`src/core/twbc_regs.svh`:
```
// register offsets, field positions, reset values and commands of the two-wire bus host
// assumes apb byte addresses in paddr[7:0], one 32-bit word per register
`ifndef TWBC_REGS_SVH
`define TWBC_REGS_SVH
`define TWBC_A_CTRL 8'h00
`define TWBC_A_CMD 8'h04
`define TWBC_A_TXD 8'h08
`define TWBC_A_RXD 8'h0c
`define TWBC_A_STAT 8'h10
`define TWBC_A_DIV 8'h14
`define TWBC_CTRL_EN 0
`define TWBC_CMD_NACK 3
`define TWBC_ST_CBUSY 0
`define TWBC_ST_BUSY 1
`define TWBC_ST_OWNER 2
`define TWBC_ST_DONE 3
`define TWBC_ST_NACK 4
`define TWBC_ST_ARB 5
`define TWBC_ST_ABORT 6
`define TWBC_CMD_START 3'h1
`define TWBC_CMD_WRITE 3'h2
`define TWBC_CMD_READ 3'h3
`define TWBC_CMD_STOP 3'h4
`define TWBC_DIV_RST 16'h0018
`define TWBC_ACK_BIT 4'h8
`endif

```
`src/core/twbc_pkg.sv`:
```
// types of the two-wire bus host
// assumes nothing beyond a systemverilog compiler
package twbc_pkg;
  typedef enum logic [3:0] {
    ST_IDLE, ST_START, ST_RS_LO, ST_RS_HI, ST_BIT_LO, ST_BIT_HI, ST_STOP_LO, ST_STOP_HI, ST_STOP_END
  } twbc_state_t;
endpackage

```
`src/core/twbc_host.sv`:
```
// two-wire bus master outside the device, commanded over apb
// assumes external pull-ups on scl and sda; lines resolved by the bench from the enables
//
// The register offsets and the APB register port were decided locally.
`timescale 1ns/10ps
`include "twbc_regs.svh"
module twbc_host (
  input wire logic pclk,
  input wire logic presetn,
  input wire logic psel,
  input wire logic penable,
  input wire logic pwrite,
  input wire logic [7:0] paddr,
  input wire logic [31:0] pwdata,
  output logic [31:0] prdata,
  output logic pready,
  output logic pslverr,
  input wire logic scl_i,
  output logic scl_o,
  output logic scl_oe_n,
  input wire logic sda_i,
  output logic sda_o,
  output logic sda_oe_n
);
  twbc_pkg::twbc_state_t state_q, state_d;
  logic ph_q, ph_d, hi_seen_q, hi_seen_d;
  logic [3:0] bit_q, bit_d;
  logic [7:0] shr_q, shr_d, rx_q, rx_d, txd_q, txd_d;
  logic [15:0] div_q, div_d;
  logic wr_q, wr_d, rnack_q, rnack_d, owner_q, owner_d, busy_q, busy_d;
  logic sda_prev_q, sda_prev_d, sda_drv_q, sda_drv_d, scl_drv_q, scl_drv_d;
  logic done_q, done_d, nack_q, nack_d, arb_q, arb_d, abort_q, abort_d, en_q, en_d;
  logic scl_s, sda_s, tick, clr, wr_en, cmd_go, start_det, stop_det;
  logic fin, lose, done_set, nack_set, arb_set, smp, ends;
  twbc_sync u_scl_sync (.pclk(pclk), .presetn(presetn), .d(scl_i), .q(scl_s));
  twbc_sync u_sda_sync (.pclk(pclk), .presetn(presetn), .d(sda_i), .q(sda_s));
  twbc_tick u_tick (.pclk(pclk), .presetn(presetn), .clr(clr), .div(div_q), .tick(tick));
  assign wr_en = psel & penable & pwrite;
  assign cmd_go = wr_en && (paddr == `TWBC_A_CMD) && (state_q == twbc_pkg::ST_IDLE) && en_q;
  assign start_det = scl_s & sda_prev_q & ~sda_s;
  assign stop_det = scl_s & ~sda_prev_q & sda_s;
  assign pready = 1'b1;
  assign scl_o = 1'b0;
  assign sda_o = 1'b0;
  assign scl_oe_n = ~scl_drv_q;
  assign sda_oe_n = ~sda_drv_q;
  // register read mux and unmapped answer
  always_comb begin
    prdata = 32'h00000000;
    pslverr = 1'b0;
    unique case (paddr)
      `TWBC_A_CTRL: prdata[`TWBC_CTRL_EN] = en_q;
      `TWBC_A_CMD: prdata = 32'h00000000;
      `TWBC_A_TXD: prdata[7:0] = txd_q;
      `TWBC_A_RXD: prdata[7:0] = rx_q;
      `TWBC_A_STAT: prdata[6:0] = {abort_q, arb_q, nack_q, done_q, owner_q, busy_q, state_q != twbc_pkg::ST_IDLE};
      `TWBC_A_DIV: prdata[15:0] = div_q;
      default: pslverr = psel & penable;
    endcase
  end
  always_comb begin
    state_d = state_q;
    ph_d = ph_q;
    hi_seen_d = hi_seen_q;
    bit_d = bit_q;
    shr_d = shr_q;
    rx_d = rx_q;
    txd_d = txd_q;
    div_d = div_q;
    wr_d = wr_q;
    rnack_d = rnack_q;
    owner_d = owner_q;
    busy_d = busy_q;
    sda_prev_d = sda_s;
    sda_drv_d = sda_drv_q;
    scl_drv_d = scl_drv_q;
    done_d = done_q;
    nack_d = nack_q;
    arb_d = arb_q;
    abort_d = abort_q;
    en_d = en_q;
    clr = 1'b0;
    lose = 1'b0;
    done_set = 1'b0;
    nack_set = 1'b0;
    arb_set = 1'b0;
    smp = 1'b0;
    ends = 1'b0;
    fin = tick & ph_q;
    if (tick && !ph_q) begin
      ph_d = 1'b1;
    end
    if (wr_en) begin
      unique case (paddr)
        `TWBC_A_CTRL: en_d = pwdata[`TWBC_CTRL_EN];
        `TWBC_A_TXD: txd_d = pwdata[7:0];
        `TWBC_A_DIV: div_d = pwdata[15:0];
        `TWBC_A_STAT: begin
          done_d = done_q & ~pwdata[`TWBC_ST_DONE];
          nack_d = nack_q & ~pwdata[`TWBC_ST_NACK];
          arb_d = arb_q & ~pwdata[`TWBC_ST_ARB];
        end
        default: ;
      endcase
    end
    // bus monitor
    if (start_det) begin
      busy_d = 1'b1;
    end
    if (stop_det) begin
      busy_d = 1'b0;
    end
    // states that wait for the real scl high
    if ((state_q == twbc_pkg::ST_BIT_HI || state_q == twbc_pkg::ST_RS_HI || state_q == twbc_pkg::ST_STOP_HI)
        && !hi_seen_q) begin
      clr = 1'b1;
      fin = 1'b0;
      ph_d = 1'b0;
      hi_seen_d = scl_s;
    end
    unique case (state_q)
      twbc_pkg::ST_IDLE: begin
        if (cmd_go) begin
          unique case (pwdata[2:0])
            `TWBC_CMD_START: begin
              if (owner_q) begin
                sda_drv_d = 1'b0;
                abort_d = 1'b0;
                state_d = twbc_pkg::ST_RS_LO;
              end else if (busy_q || !scl_s || !sda_s) begin
                arb_set = 1'b1;
              end else begin
                sda_drv_d = 1'b1;
                owner_d = 1'b1;
                abort_d = 1'b0;
                state_d = twbc_pkg::ST_START;
              end
            end
            `TWBC_CMD_WRITE: begin
              if (owner_q && !abort_q) begin
                shr_d = txd_q;
                wr_d = 1'b1;
                bit_d = 4'h0;
                state_d = twbc_pkg::ST_BIT_LO;
              end
            end
            `TWBC_CMD_READ: begin
              if (owner_q && !abort_q) begin
                wr_d = 1'b0;
                rnack_d = pwdata[`TWBC_CMD_NACK];
                bit_d = 4'h0;
                state_d = twbc_pkg::ST_BIT_LO;
              end
            end
            `TWBC_CMD_STOP: begin
              if (owner_q) begin
                sda_drv_d = 1'b1;
                abort_d = 1'b0;
                state_d = twbc_pkg::ST_STOP_LO;
              end
            end
            default: ;
          endcase
        end
      end
      twbc_pkg::ST_START: begin
        if (fin) begin
          scl_drv_d = 1'b1;
          shr_d = txd_q;
          wr_d = 1'b1;
          bit_d = 4'h0;
          state_d = twbc_pkg::ST_BIT_LO;
        end
      end
      twbc_pkg::ST_RS_LO: begin
        if (fin) begin
          scl_drv_d = 1'b0;
          state_d = twbc_pkg::ST_RS_HI;
        end
      end
      twbc_pkg::ST_RS_HI: begin
        if (fin) begin
          sda_drv_d = 1'b1;
          state_d = twbc_pkg::ST_START;
        end
      end
      twbc_pkg::ST_BIT_LO: begin
        if (tick && !ph_q) begin
          // data or acknowledge driven mid-low
          sda_drv_d = (bit_q != `TWBC_ACK_BIT) ? (wr_q & ~shr_q[7]) : (~wr_q & ~rnack_q);
        end
        if (fin) begin
          scl_drv_d = 1'b0;
          state_d = twbc_pkg::ST_BIT_HI;
        end
      end
      twbc_pkg::ST_BIT_HI: begin
        if (hi_seen_q) begin
          smp = ~ph_q & (tick | ~scl_s);
          ends = fin | ~scl_s;
          if (smp) begin
            ph_d = 1'b1;
            if (bit_q != `TWBC_ACK_BIT) begin
              lose = wr_q & ~sda_drv_q & ~sda_s;
              shr_d = {shr_q[6:0], sda_s};
            end else if (wr_q) begin
              nack_set = sda_s;
              abort_d = sda_s;
            end else begin
              lose = rnack_q & ~sda_s;
            end
          end
          if (lose) begin
            sda_drv_d = 1'b0;
            scl_drv_d = 1'b0;
            owner_d = 1'b0;
            arb_set = 1'b1;
            state_d = twbc_pkg::ST_IDLE;
          end else if (ends) begin
            scl_drv_d = 1'b1;
            if (bit_q == `TWBC_ACK_BIT) begin
              done_set = 1'b1;
              if (!wr_q) begin
                rx_d = shr_q;
              end
              state_d = twbc_pkg::ST_IDLE;
            end else begin
              bit_d = bit_q + 4'h1;
              state_d = twbc_pkg::ST_BIT_LO;
            end
          end
        end
      end
      twbc_pkg::ST_STOP_LO: begin
        if (fin) begin
          scl_drv_d = 1'b0;
          state_d = twbc_pkg::ST_STOP_HI;
        end
      end
      twbc_pkg::ST_STOP_HI: begin
        if (fin) begin
          sda_drv_d = 1'b0;
          state_d = twbc_pkg::ST_STOP_END;
        end
      end
      twbc_pkg::ST_STOP_END: begin
        if (fin) begin
          owner_d = 1'b0;
          state_d = twbc_pkg::ST_IDLE;
        end
      end
    endcase
    if (!en_q) begin
      state_d = twbc_pkg::ST_IDLE;
      sda_drv_d = 1'b0;
      scl_drv_d = 1'b0;
      owner_d = 1'b0;
    end
    if (state_d != state_q) begin
      ph_d = 1'b0;
      hi_seen_d = 1'b0;
      clr = 1'b1;
    end
    done_d = done_d | done_set;
    nack_d = nack_d | nack_set;
    arb_d = arb_d | arb_set;
  end
  always_ff @(posedge pclk or negedge presetn) begin
    if (!presetn) begin
      state_q <= twbc_pkg::ST_IDLE;
      ph_q <= 1'b0;
      hi_seen_q <= 1'b0;
      bit_q <= 4'h0;
      shr_q <= 8'h00;
      rx_q <= 8'h00;
      txd_q <= 8'h00;
      div_q <= `TWBC_DIV_RST;
      wr_q <= 1'b0;
      rnack_q <= 1'b0;
      owner_q <= 1'b0;
      busy_q <= 1'b0;
      sda_prev_q <= 1'b1;
      sda_drv_q <= 1'b0;
      scl_drv_q <= 1'b0;
      done_q <= 1'b0;
      nack_q <= 1'b0;
      arb_q <= 1'b0;
      abort_q <= 1'b0;
      en_q <= 1'b0;
    end else begin
      state_q <= state_d;
      ph_q <= ph_d;
      hi_seen_q <= hi_seen_d;
      bit_q <= bit_d;
      shr_q <= shr_d;
      rx_q <= rx_d;
      txd_q <= txd_d;
      div_q <= div_d;
      wr_q <= wr_d;
      rnack_q <= rnack_d;
      owner_q <= owner_d;
      busy_q <= busy_d;
      sda_prev_q <= sda_prev_d;
      sda_drv_q <= sda_drv_d;
      scl_drv_q <= scl_drv_d;
      done_q <= done_d;
      nack_q <= nack_d;
      arb_q <= arb_d;
      abort_q <= abort_d;
      en_q <= en_d;
    end
  end
  property p_start_free;
    @(posedge pclk) disable iff (!presetn)
      (state_q == twbc_pkg::ST_IDLE && state_d == twbc_pkg::ST_START) |-> (scl_s && sda_s && !busy_q);
  endproperty
  a_start_free: assert property (p_start_free) else $error("start on a busy bus");
  property p_start_shape;
    @(posedge pclk) disable iff (!presetn)
      (state_q == twbc_pkg::ST_START) |-> (sda_drv_q && !scl_drv_q);
  endproperty
  a_start_shape: assert property (p_start_shape) else $error("start without sda low, scl high");
  property p_stop_shape;
    @(posedge pclk) disable iff (!presetn)
      ($fell(sda_drv_q) && $past(state_q) == twbc_pkg::ST_STOP_HI) |-> (!scl_drv_q && $past(hi_seen_q));
  endproperty
  a_stop_shape: assert property (p_stop_shape) else $error("stop sda rise not under high scl");
  property p_addr_first;
    @(posedge pclk) disable iff (!presetn)
      (state_q == twbc_pkg::ST_START && state_d == twbc_pkg::ST_BIT_LO) |=>
        (wr_q && bit_q == 4'h0 && shr_q == $past(txd_q));
  endproperty
  a_addr_first: assert property (p_addr_first) else $error("address byte not loaded after start");
  property p_sda_low_only;
    @(posedge pclk) disable iff (!presetn)
      ($changed(sda_drv_q) && state_q == twbc_pkg::ST_BIT_LO && $past(state_q) == twbc_pkg::ST_BIT_LO)
        |-> scl_drv_q;
  endproperty
  a_sda_low_only: assert property (p_sda_low_only) else $error("sda changed while scl released");
  property p_nine_clocks;
    @(posedge pclk) disable iff (!presetn)
      (state_q == twbc_pkg::ST_BIT_HI && state_d == twbc_pkg::ST_IDLE && !arb_set) |->
        (bit_q == 4'h8) ##1 (done_q && scl_drv_q);
  endproperty
  a_nine_clocks: assert property (p_nine_clocks) else $error("byte ended off the ninth clock");
  property p_nack_seen;
    @(posedge pclk) disable iff (!presetn)
      (smp && wr_q && bit_q == 4'h8 && sda_s) |=> (nack_q && abort_q);
  endproperty
  a_nack_seen: assert property (p_nack_seen) else $error("missing acknowledge not recorded");
  property p_master_nack;
    @(posedge pclk) disable iff (!presetn)
      (state_q == twbc_pkg::ST_BIT_HI && bit_q == 4'h8 && !wr_q && rnack_q) |-> !sda_drv_q;
  endproperty
  a_master_nack: assert property (p_master_nack) else $error("sda driven on withheld acknowledge");
  property p_abort_block;
    @(posedge pclk) disable iff (!presetn)
      (cmd_go && abort_q && (pwdata[2:0] == `TWBC_CMD_WRITE || pwdata[2:0] == `TWBC_CMD_READ))
        |=> (state_q == twbc_pkg::ST_IDLE);
  endproperty
  a_abort_block: assert property (p_abort_block) else $error("data moved after failed acknowledge");
  property p_restart;
    @(posedge pclk) disable iff (!presetn)
      (cmd_go && owner_q && pwdata[2:0] == `TWBC_CMD_START) |=> (state_q == twbc_pkg::ST_RS_LO && owner_q);
  endproperty
  a_restart: assert property (p_restart) else $error("repeated start lost the bus");
  property p_wait_high;
    @(posedge pclk) disable iff (!presetn)
      (state_q == twbc_pkg::ST_BIT_HI && !hi_seen_q && !scl_s && en_q) |=>
        (state_q == twbc_pkg::ST_BIT_HI && !scl_drv_q);
  endproperty
  a_wait_high: assert property (p_wait_high) else $error("master ran on while scl held low");
endmodule

```
`src/core/twbc_sync.sv`:
```
// two flip-flop synchroniser for one bus line
// assumes an idle-high open-drain line
`timescale 1ns/10ps
module twbc_sync (
  input wire logic pclk,
  input wire logic presetn,
  input wire logic d,
  output logic q
);
  logic meta_q;
  logic meta_d;
  logic q_d;
  always_comb begin
    meta_d = d;
    q_d = meta_q;
  end
  always_ff @(posedge pclk or negedge presetn) begin
    if (!presetn) begin
      meta_q <= 1'b1;
      q <= 1'b1;
    end else begin
      meta_q <= meta_d;
      q <= q_d;
    end
  end
endmodule

```
`src/core/twbc_tick.sv`:
```
// quarter-bit enable divider, restartable
// assumes clr and div come from logic on pclk
`timescale 1ns/10ps
module twbc_tick (
  input wire logic pclk,
  input wire logic presetn,
  input wire logic clr,
  input wire logic [15:0] div,
  output logic tick
);
  logic [15:0] cnt_q;
  logic [15:0] cnt_d;
  always_comb begin
    tick = (cnt_q == div);
    if (clr || tick) begin
      cnt_d = 16'h0000;
    end else begin
      cnt_d = cnt_q + 16'h0001;
    end
  end
  always_ff @(posedge pclk or negedge presetn) begin
    if (!presetn) begin
      cnt_q <= 16'h0000;
    end else begin
      cnt_q <= cnt_d;
    end
  end
endmodule

```
`config.mk`:
```
export PLATFORM = sky130hd
export DESIGN_NAME = twbc_host
export DESIGN_NICKNAME = d
export VERILOG_FILES = /design/src/core/twbc_pkg.sv /design/src/core/twbc_host.sv /design/src/core/twbc_sync.sv /design/src/core/twbc_tick.sv
export VERILOG_INCLUDE_DIRS = /design/src /design/src/core
export SDC_FILE = /design/constraint.sdc
export NUM_CORES = 1
export LEC_CHECK = 0
export BUFFER_PORTS_ARGS = -buffer_cell sky130_fd_sc_hd__buf_2
export CORE_UTILIZATION = 25
export CTS_CLUSTER_DIAMETER = 80
export DETAILED_ROUTE_END_ITERATION = 16
export HOLD_SLACK_MARGIN = 0.1
export PLACE_DENSITY = 0.41
export SETUP_SLACK_MARGIN = 0.4
export SYNTH_ARGS = -nofsm -noshare
export SYNTH_HDL_FRONTEND = slang
export SYNTH_SLANG_ARGS = --single-unit
```
`constraint.sdc`:
```
create_clock -name pclk -period 3 [get_ports pclk]
set_clock_uncertainty 0.1 [all_clocks]
set_input_delay 0.15 -clock pclk [delete_from_list [all_inputs] [get_ports pclk]]
set_output_delay 0.15 -clock pclk [all_outputs]
set_load 0.02 [all_outputs]
```
; ---- After elaboration in Yosys (flattened, before gate mapping)
; Cells that the tools add are included.
[totals]
ff_bits = 82
latchBits = 0
ramBits = 0
romBits = 0
out_inout_bits = 38
elab_cells = 279
mem_count = 0
[op_classes]
n_addsub = 2
n_mul = 0
div_mod_pow = 0
order_cmp = 0
eq_ne = 57
shift = 0
mux = 122
n_bitwise = 34
n_reduce_logical = 39
[op_table]
columns = operator, count
row1 = $mux 4, 24
row2 = $mux 1, 72
row3 = $mux 8, 8
row4 = $pmux 4 s9, 1
row5 = $ne 3x3->1 const B, 10
row6 = $pmux 4 s3, 2
row7 = $pmux 6 s4, 1
row8 = $pmux 8 s3, 1
row9 = $reduce_and 6->1, 3
row10 = $reduce_and 9->1, 2
row11 = $add 16x1->16 const B, 1
row12 = $and 1x1->1, 16
row13 = $eq 16x16->1, 1
row14 = $eq 4x3->1 const B, 4
row15 = $eq 8x4->1 const B, 2
row16 = $eq 8x5->1 const B, 2
row17 = $mux 16, 1
row18 = $ne 2x2->1 const B, 8
row19 = $not 1->1, 13
row20 = $ne 4x2->1 const B, 3
row21 = $ne 4x4->1 const B, 3
row22 = $pmux 1 s2, 6
row23 = $ne 2x1->1 const B, 5
row24 = $pmux 1 s5, 2
row25 = other kinds (33), 63

; ---- Logic depth before layout (Yosys ltp)
[logic_depth]
ltp_word = 15
mapped_depth = 12
mapped_depth_nobuf = 10

; ---- Modules after synthesis
; From an unflattened synthesis, not the netlist that was laid out.
[hier_totals]
hier_cells = 521
hier_area_um2 = 4963.5
[modules_own_cells]
columns = module, instances, cells_each, area_each_um2, seq_area_each_um2
row1 = twbc_host, 1, 417, 3876.2, 1555.2
row2 = twbc_tick, 1, 100, 982.2, 400.4
row3 = twbc_sync, 2, 2, 52.6, 52.6

; ---- Worst setup path after synthesis
; OpenSTA, ideal clock, no wires.
[synth_timing]
kind = reg2reg
start = register state_q[1]
end = register shr_q[0]
setup_time_ns = 0.125
t_arrival_ns = 2.435
path_slack_ns = 0.341
stages_incl_launch_ff = 9
path_buffers = 2
synth_period_minus_slack_ns = 2.659
cell_sequence = dfrtp_1 > buf_2 > nor4_1 > nand4_1 > a21oi_1 > and2_1 > and3b_1 > buf_2 > mux2_2
[synth_via]
elab_chain_cells = 7
[synth_lines]
columns = item, line
row1 = "start, declared", twbc_host.sv:25  ; twbc_pkg::twbc_state_t state_q, state_d;
row2 = "start signal, assigned", twbc_host.sv:270  ; state_q <= twbc_pkg::ST_IDLE;
row3 = "start signal, assigned", twbc_host.sv:291  ; state_q <= state_d;
row4 = $eq 4x3->1 / $eq 4x2->1 (equally long branches), "twbc_host.sv:114, twbc_host.sv:121"
row5 = $logic_or 1x1->1 (2 in a row), twbc_host.sv:114  ; if ((state_q == twbc_pkg::ST_BIT_HI || state_q == twbc_pkg::ST_RS_HI || state_q == twbc_pkg::ST_STOP_HI)
row6 = $logic_and 1x1->1, twbc_host.sv:115  ; && !hi_seen_q) begin
row7 = $mux 1, twbc_host.sv:114
row8 = $ne 2x2->1 (no source line), n/a
row9 = $reduce_and 8->1 (no source line), n/a
row10 = "end signal, assigned", twbc_host.sv:295  ; shr_q <= shr_d;
row11 = "end, declared", twbc_host.sv:28  ; logic [7:0] shr_q, shr_d, rx_q, rx_d, txd_q, txd_d;
; Parallel ways exist; a longest one is shown, timed or not.
; A chain may end at the register's enable or synchronous reset.

; ---- Worst setup path in the final report
[layout_timing]
start = register u_tick.cnt_q[9]
end = register u_tick.cnt_q[11]
[layout_via]
elab_chain_cells = 14
[layout_lines]
columns = item, line
row1 = "start, declared", twbc_tick.sv:11  ; logic [15:0] cnt_q;
row2 = "start signal, assigned", twbc_tick.sv:25  ; cnt_q <= cnt_d;
row3 = $eq 16x16->1 *, twbc_tick.sv:14  ; tick = (cnt_q == div);
row4 = $or 1x1->1, twbc_host.sv:199  ; smp = ~ph_q & (tick | ~scl_s);
row5 = $and 1x1->1, twbc_host.sv:199
row6 = $mux 1, twbc_host.sv:201  ; if (smp) begin
row7 = $mux 1, twbc_host.sv:198  ; if (hi_seen_q) begin
row8 = $mux 1, twbc_host.sv:121  ; unique case (state_q)
row9 = $mux 4, twbc_host.sv:213  ; if (lose) begin
row10 = $mux 4, twbc_host.sv:198
row11 = $pmux 4 s9 *, twbc_host.sv:121
row12 = $mux 4 *, twbc_host.sv:253  ; if (!en_q) begin
row13 = named net state_d[0], twbc_host.sv:25
row14 = $ne 4x4->1 *, twbc_host.sv:259  ; if (state_d != state_q) begin
row15 = $mux 1 *, twbc_host.sv:259
row16 = $logic_or 1x1->1 *, twbc_tick.sv:15  ; if (clr || tick) begin
row17 = $mux 16 *, twbc_tick.sv:15
row18 = named net u_tick.cnt_d[11], twbc_tick.sv:12  ; logic [15:0] cnt_d;
; Mark *: on every way through the listed nets, which the timed path passes. The rest lies on a longest branch. The select of a mux whose other input is x is not followed.

==> results.py <==
metrics = {
    "critical_path": {
        "crit_path_start_kind": "flip-flop",
        "crit_path_top_delay_cell": "sky130_fd_sc_hd__or4_4",
        "crit-reg2reg-capture": "u_tick.cnt_q[11]",
        "worst-path-buf-inv": 1,
        "critical_path.reg2reg.startpoint": "u_tick.cnt_q[9]",
        "ordered_cell_list_for_the_critical_path": "xnor2_2, nand4_1, nor4_4, nand2_2, or4_4, a31oi_4, xnor2_2, buf_12, nor4_1",
        "crit_arrival_ns": 2.94,
        "regToRegSetupSlack_ns": 0.20,
        "r2r.worst_path.cells": 9,
        "path_class": "flip-flop to flip-flop",
        "timing.critical_path.required_ns": 3.14,
        "timing.critical_path.fanout_max": 18,
        "cp-end-kind": "flip-flop",
        "crit_family": "simple AND/OR/NAND/NOR gates",
        "cpPeakStageDelay_ns": 0.45,
        "crit_path_frequent_cell": "sky130_fd_sc_hd__xnor2_2",
    },
    "routing": {
        "dr.pass1.iters": 5,
        "routed_wire_length_per_instance_microns": 16.9,
        "detail_route.drc_violations": 0,
        "drtIter0Drc": 220,
        "detail_routed_via_count_per_cell": 4.86,
        "wirelength_mm": 15.0,
        "final_antenna_net_count": 0,
        "routed-via-count": 4324,
    },
    "clocking": {
        "cts_htree_levels": 3,
        "clk_path_buf_depth": 2,
        "clockRootBuffer": "sky130_fd_sc_hd__clkbuf_16",
        "clock-sinks": 82,
        "clock_insertion_delay_worst_skew_ns": 0.34,
        "cts.clk_slew.worst_paths_ns": 0.06,
        "cts_tree": "built",
        "cts_inserted_buffers": 9,
    },
    "die": {
        "ioPinCount": 85,
        "num_rows": 51,
        "floorplan.initialDensity_pct": 25.9,
        "std_cell_core_area_sq_um": 19700,
        "floorplan.die.width_microns": 145,
        "die_area_sq_um": 21000,
        "die_h_microns": 145,
    },
    "logic_synthesis": {
        "synth_edf_count": 0,
        "synthTopCellsByCount": "sky130_fd_sc_hd__dfrtp_1 (75), sky130_fd_sc_hd__nand2_1 (60), sky130_fd_sc_hd__mux2_2 (42)",
        "synth-seq-cells": 82,
        "syn-instance-count": 528,
        "post_synth_instance_area_sq_um": 5100,
        "postSynth.topFlopCell": "sky130_fd_sc_hd__dfrtp_1",
        "post-synth-top-area-cell": "sky130_fd_sc_hd__dfrtp_1",
        "postSynthAreaPerCell_sq_um": 9.66,
        "synth.top_cells.by_area": "sky130_fd_sc_hd__dfrtp_1 (37%), sky130_fd_sc_hd__mux2_2 (9.3%), sky130_fd_sc_hd__nand2_1 (4.4%)",
        "synth_cell_type_count": 73,
        "synth.yosys.seq_area_share_pct": 40.4,
        "synthArstFlopShare_pct": 100,
        "ys.warnings.count": 0,
        "post-synth-top-count-cell": "sky130_fd_sc_hd__dfrtp_1",
        "netlist.area_leader.share_pct": 36.8,
    },
    "timing": {
        "slew_headroom_pct": 52.5,
        "timing.final.crit_share_pct": 93.5,
        "setup_tns_ns": 0,
        "timing.final.crit_period_ns": 2.80,
        "drv_slew": 0,
        "final.setup.worst_slack_ns": 0.196,
        "max_slew.worst_pin.slew_ns": 0.703,
        "fmaxAchievable_mhz": 357,
        "hold_violations": 0,
        "setup_repair_after_global_routing_missed_its_margin": "yes",
        "setup_viol_count_final": 0,
    },
    "placement": {
        "port-buffer-count": 49,
        "gp_congestion": 0.920,
        "place_inst": 845,
        "hpwlAfterDp_mm": 10.9,
        "post-place-ws_ns": 0.170,
    },
    "final_layout": {
        "design.final.nets": 670,
        "final_core_utilization_pct": 33.0,
        "antennaDiodeCount": 0,
        "drive_above_1_share_pct": 33.8,
        "fillerInstances": 2066,
        "area_growth_syn_to_layout_pct": 27.6,
        "stdcell_count": 890,
    },
    "hold_path": {
        "holdCritStartpoint": "pwdata[1]",
        "whs_endpoint": "txd_q[1]",
        "min_delay_path_depth": 2,
        "worstHoldPathType": "input port to flip-flop",
    },
    "grt": {
        "grt_max_degree": 30,
        "global_route.overflow_total": 0,
        "antenna_found_initial": 0,
        "grt_pass1_vias": 4290,
        "grt_pass1_wl_mm": 24.0,
        "grt_usage_pct": 15.2,
    },
    "power": {
        "power_leakage_nw": 2.84,
        "worst_vdd_ir_mv": 0.303,
        "power.density_cell_area_nw_per_um2": 457,
    },
    "run_status": {
        "outcome": "finished, final reports clean",
    },
    "job": {
        "drv.max_cap_violation_count": 0,
    },
}
-- how the worst max path moves through the flow --
stage	from	slack (ns)	end	depth (start not counted)
after floorplan	div_q[3]	0.41	u_tick.cnt_q[4]	9
after detailed placement	u_tick.cnt_q[7]	0.17	u_tick.cnt_q[14]	9
after global routing	u_tick.cnt_q[9]	0.09	u_tick.cnt_q[14]	9
after global placement	u_tick.cnt_q[9]	0.16	shr_q[2]	9
after CTS	u_tick.cnt_q[8]	0.22	u_tick.cnt_q[11]	9
final	u_tick.cnt_q[9]	0.20	u_tick.cnt_q[11]	9
-- metrics by stage --
| stage | hold slack, ns | cell area (sq um) | total power, mW |
|---|---|---|---|
| after floorplan | -0.246 | 5180 | 1.56 |
| after global placement | -0.00791 | 5770 | 1.72 |
| after detailed placement | -0.00363 | 5770 | 1.73 |
| after CTS | 0.104 | 6310 | 2.94 |
| after global routing | 0.112 | 6510 | 3.11 |
| final | 0.129 | 6510 | 2.97 |
-- registers in the layout, summed over array words and instances (netlist names), 4 cells and up --
name,flops
div_q,16
u_tick.cnt_q,16
rx_q,8
shr_q,8
txd_q,8
bit_q,4
state_q,4
-- power by group --
part	internal [mW]	total, mW	switching [mW]
Clock	0.670	1.13	0.461
Sequential	1.15	1.19	0.0481
Combinational	0.275	0.645	0.370
-- logic make-up (layout without fill, tap and decap cells) --
kind of cell               Yosys count  after routing  synth area share, %
DFF                                 82             82                 40.4
muxes                               58             58                 12.7
buffers and inverters               60            140                 6.55
adders and majority gates            3              3                0.736
other                                2             19                0.147
AOI/OAI and AO/OA                   86             86                 11.3
and+or+nand+nor                    203            203                 22.2
xor gates and xnor gates            34             34                 5.99
-- metal layers --
layer	global-route usage, %	wire [microns]	vias to the layer above
met4	4.54	194	0
met5	0	0	-
met1	20.7	7160	2144
met2	24.2	7140	106
li1	-	-	2058
met3	2.99	542	16
-- what timing repair did --
| item | CTS | global route |
|---|---|---|
| hold buffers | 16 | 0 |
| pin swaps | 8 | 11 |
| endpoints found under the hold margin | 58 | 0 |
| endpoints found under the setup margin | 36 | 39 |
| setup buffers | 3 | 10 |
| resized for setup | 14 | 20 |
-- layout make-up --
class | count | area, sq um | area share, %
Multi-Input combinational cell | 403 | 2960 | 45.5
Timing Repair Buffer | 112 | 810 | 12.4
Tap cell | 265 | 332 | 5.09
Sequential cell | 82 | 2070 | 31.7
Clock inverter | 4 | 51.3 | 0.788
Inverter | 12 | 45.0 | 0.692
Clock buffer | 12 | 246 | 3.79
-- layout by cell type, fill, tap and decap left out, drive strengths merged, types with 3 or more instances in the layout --
cell type | netlist | routed
buf | 32 | 96
dfrtp | 75 | 75
nand2 | 61 | 61
mux2 | 42 | 42
nor2 | 35 | 35
o21ai | 23 | 23
xnor2 | 22 | 22
a21oi | 21 | 21
conb | 2 | 19
nor4 | 18 | 18
and3 | 17 | 17
dlygate4sd3 | 0 | 16
mux2i | 16 | 16
nand3 | 15 | 15
nand4 | 14 | 14
inv | 12 | 13
xor2 | 12 | 12
nor3 | 12 | 12
clkbuf | 16 | 12
dfstp | 7 | 7
o22ai | 6 | 6
a31oi | 6 | 6
nand2b | 4 | 4
nand3b | 3 | 3
nor2b | 3 | 3
or2 | 3 | 3
a41oi | 3 | 3
o31ai | 3 | 3
nor4b | 3 | 3
a22o | 3 | 3
ha | 3 | 3
or4 | 3 | 3
nor3b | 3 | 3
a311oi | 3 | 3
Power figures use the tool's default switching activity.
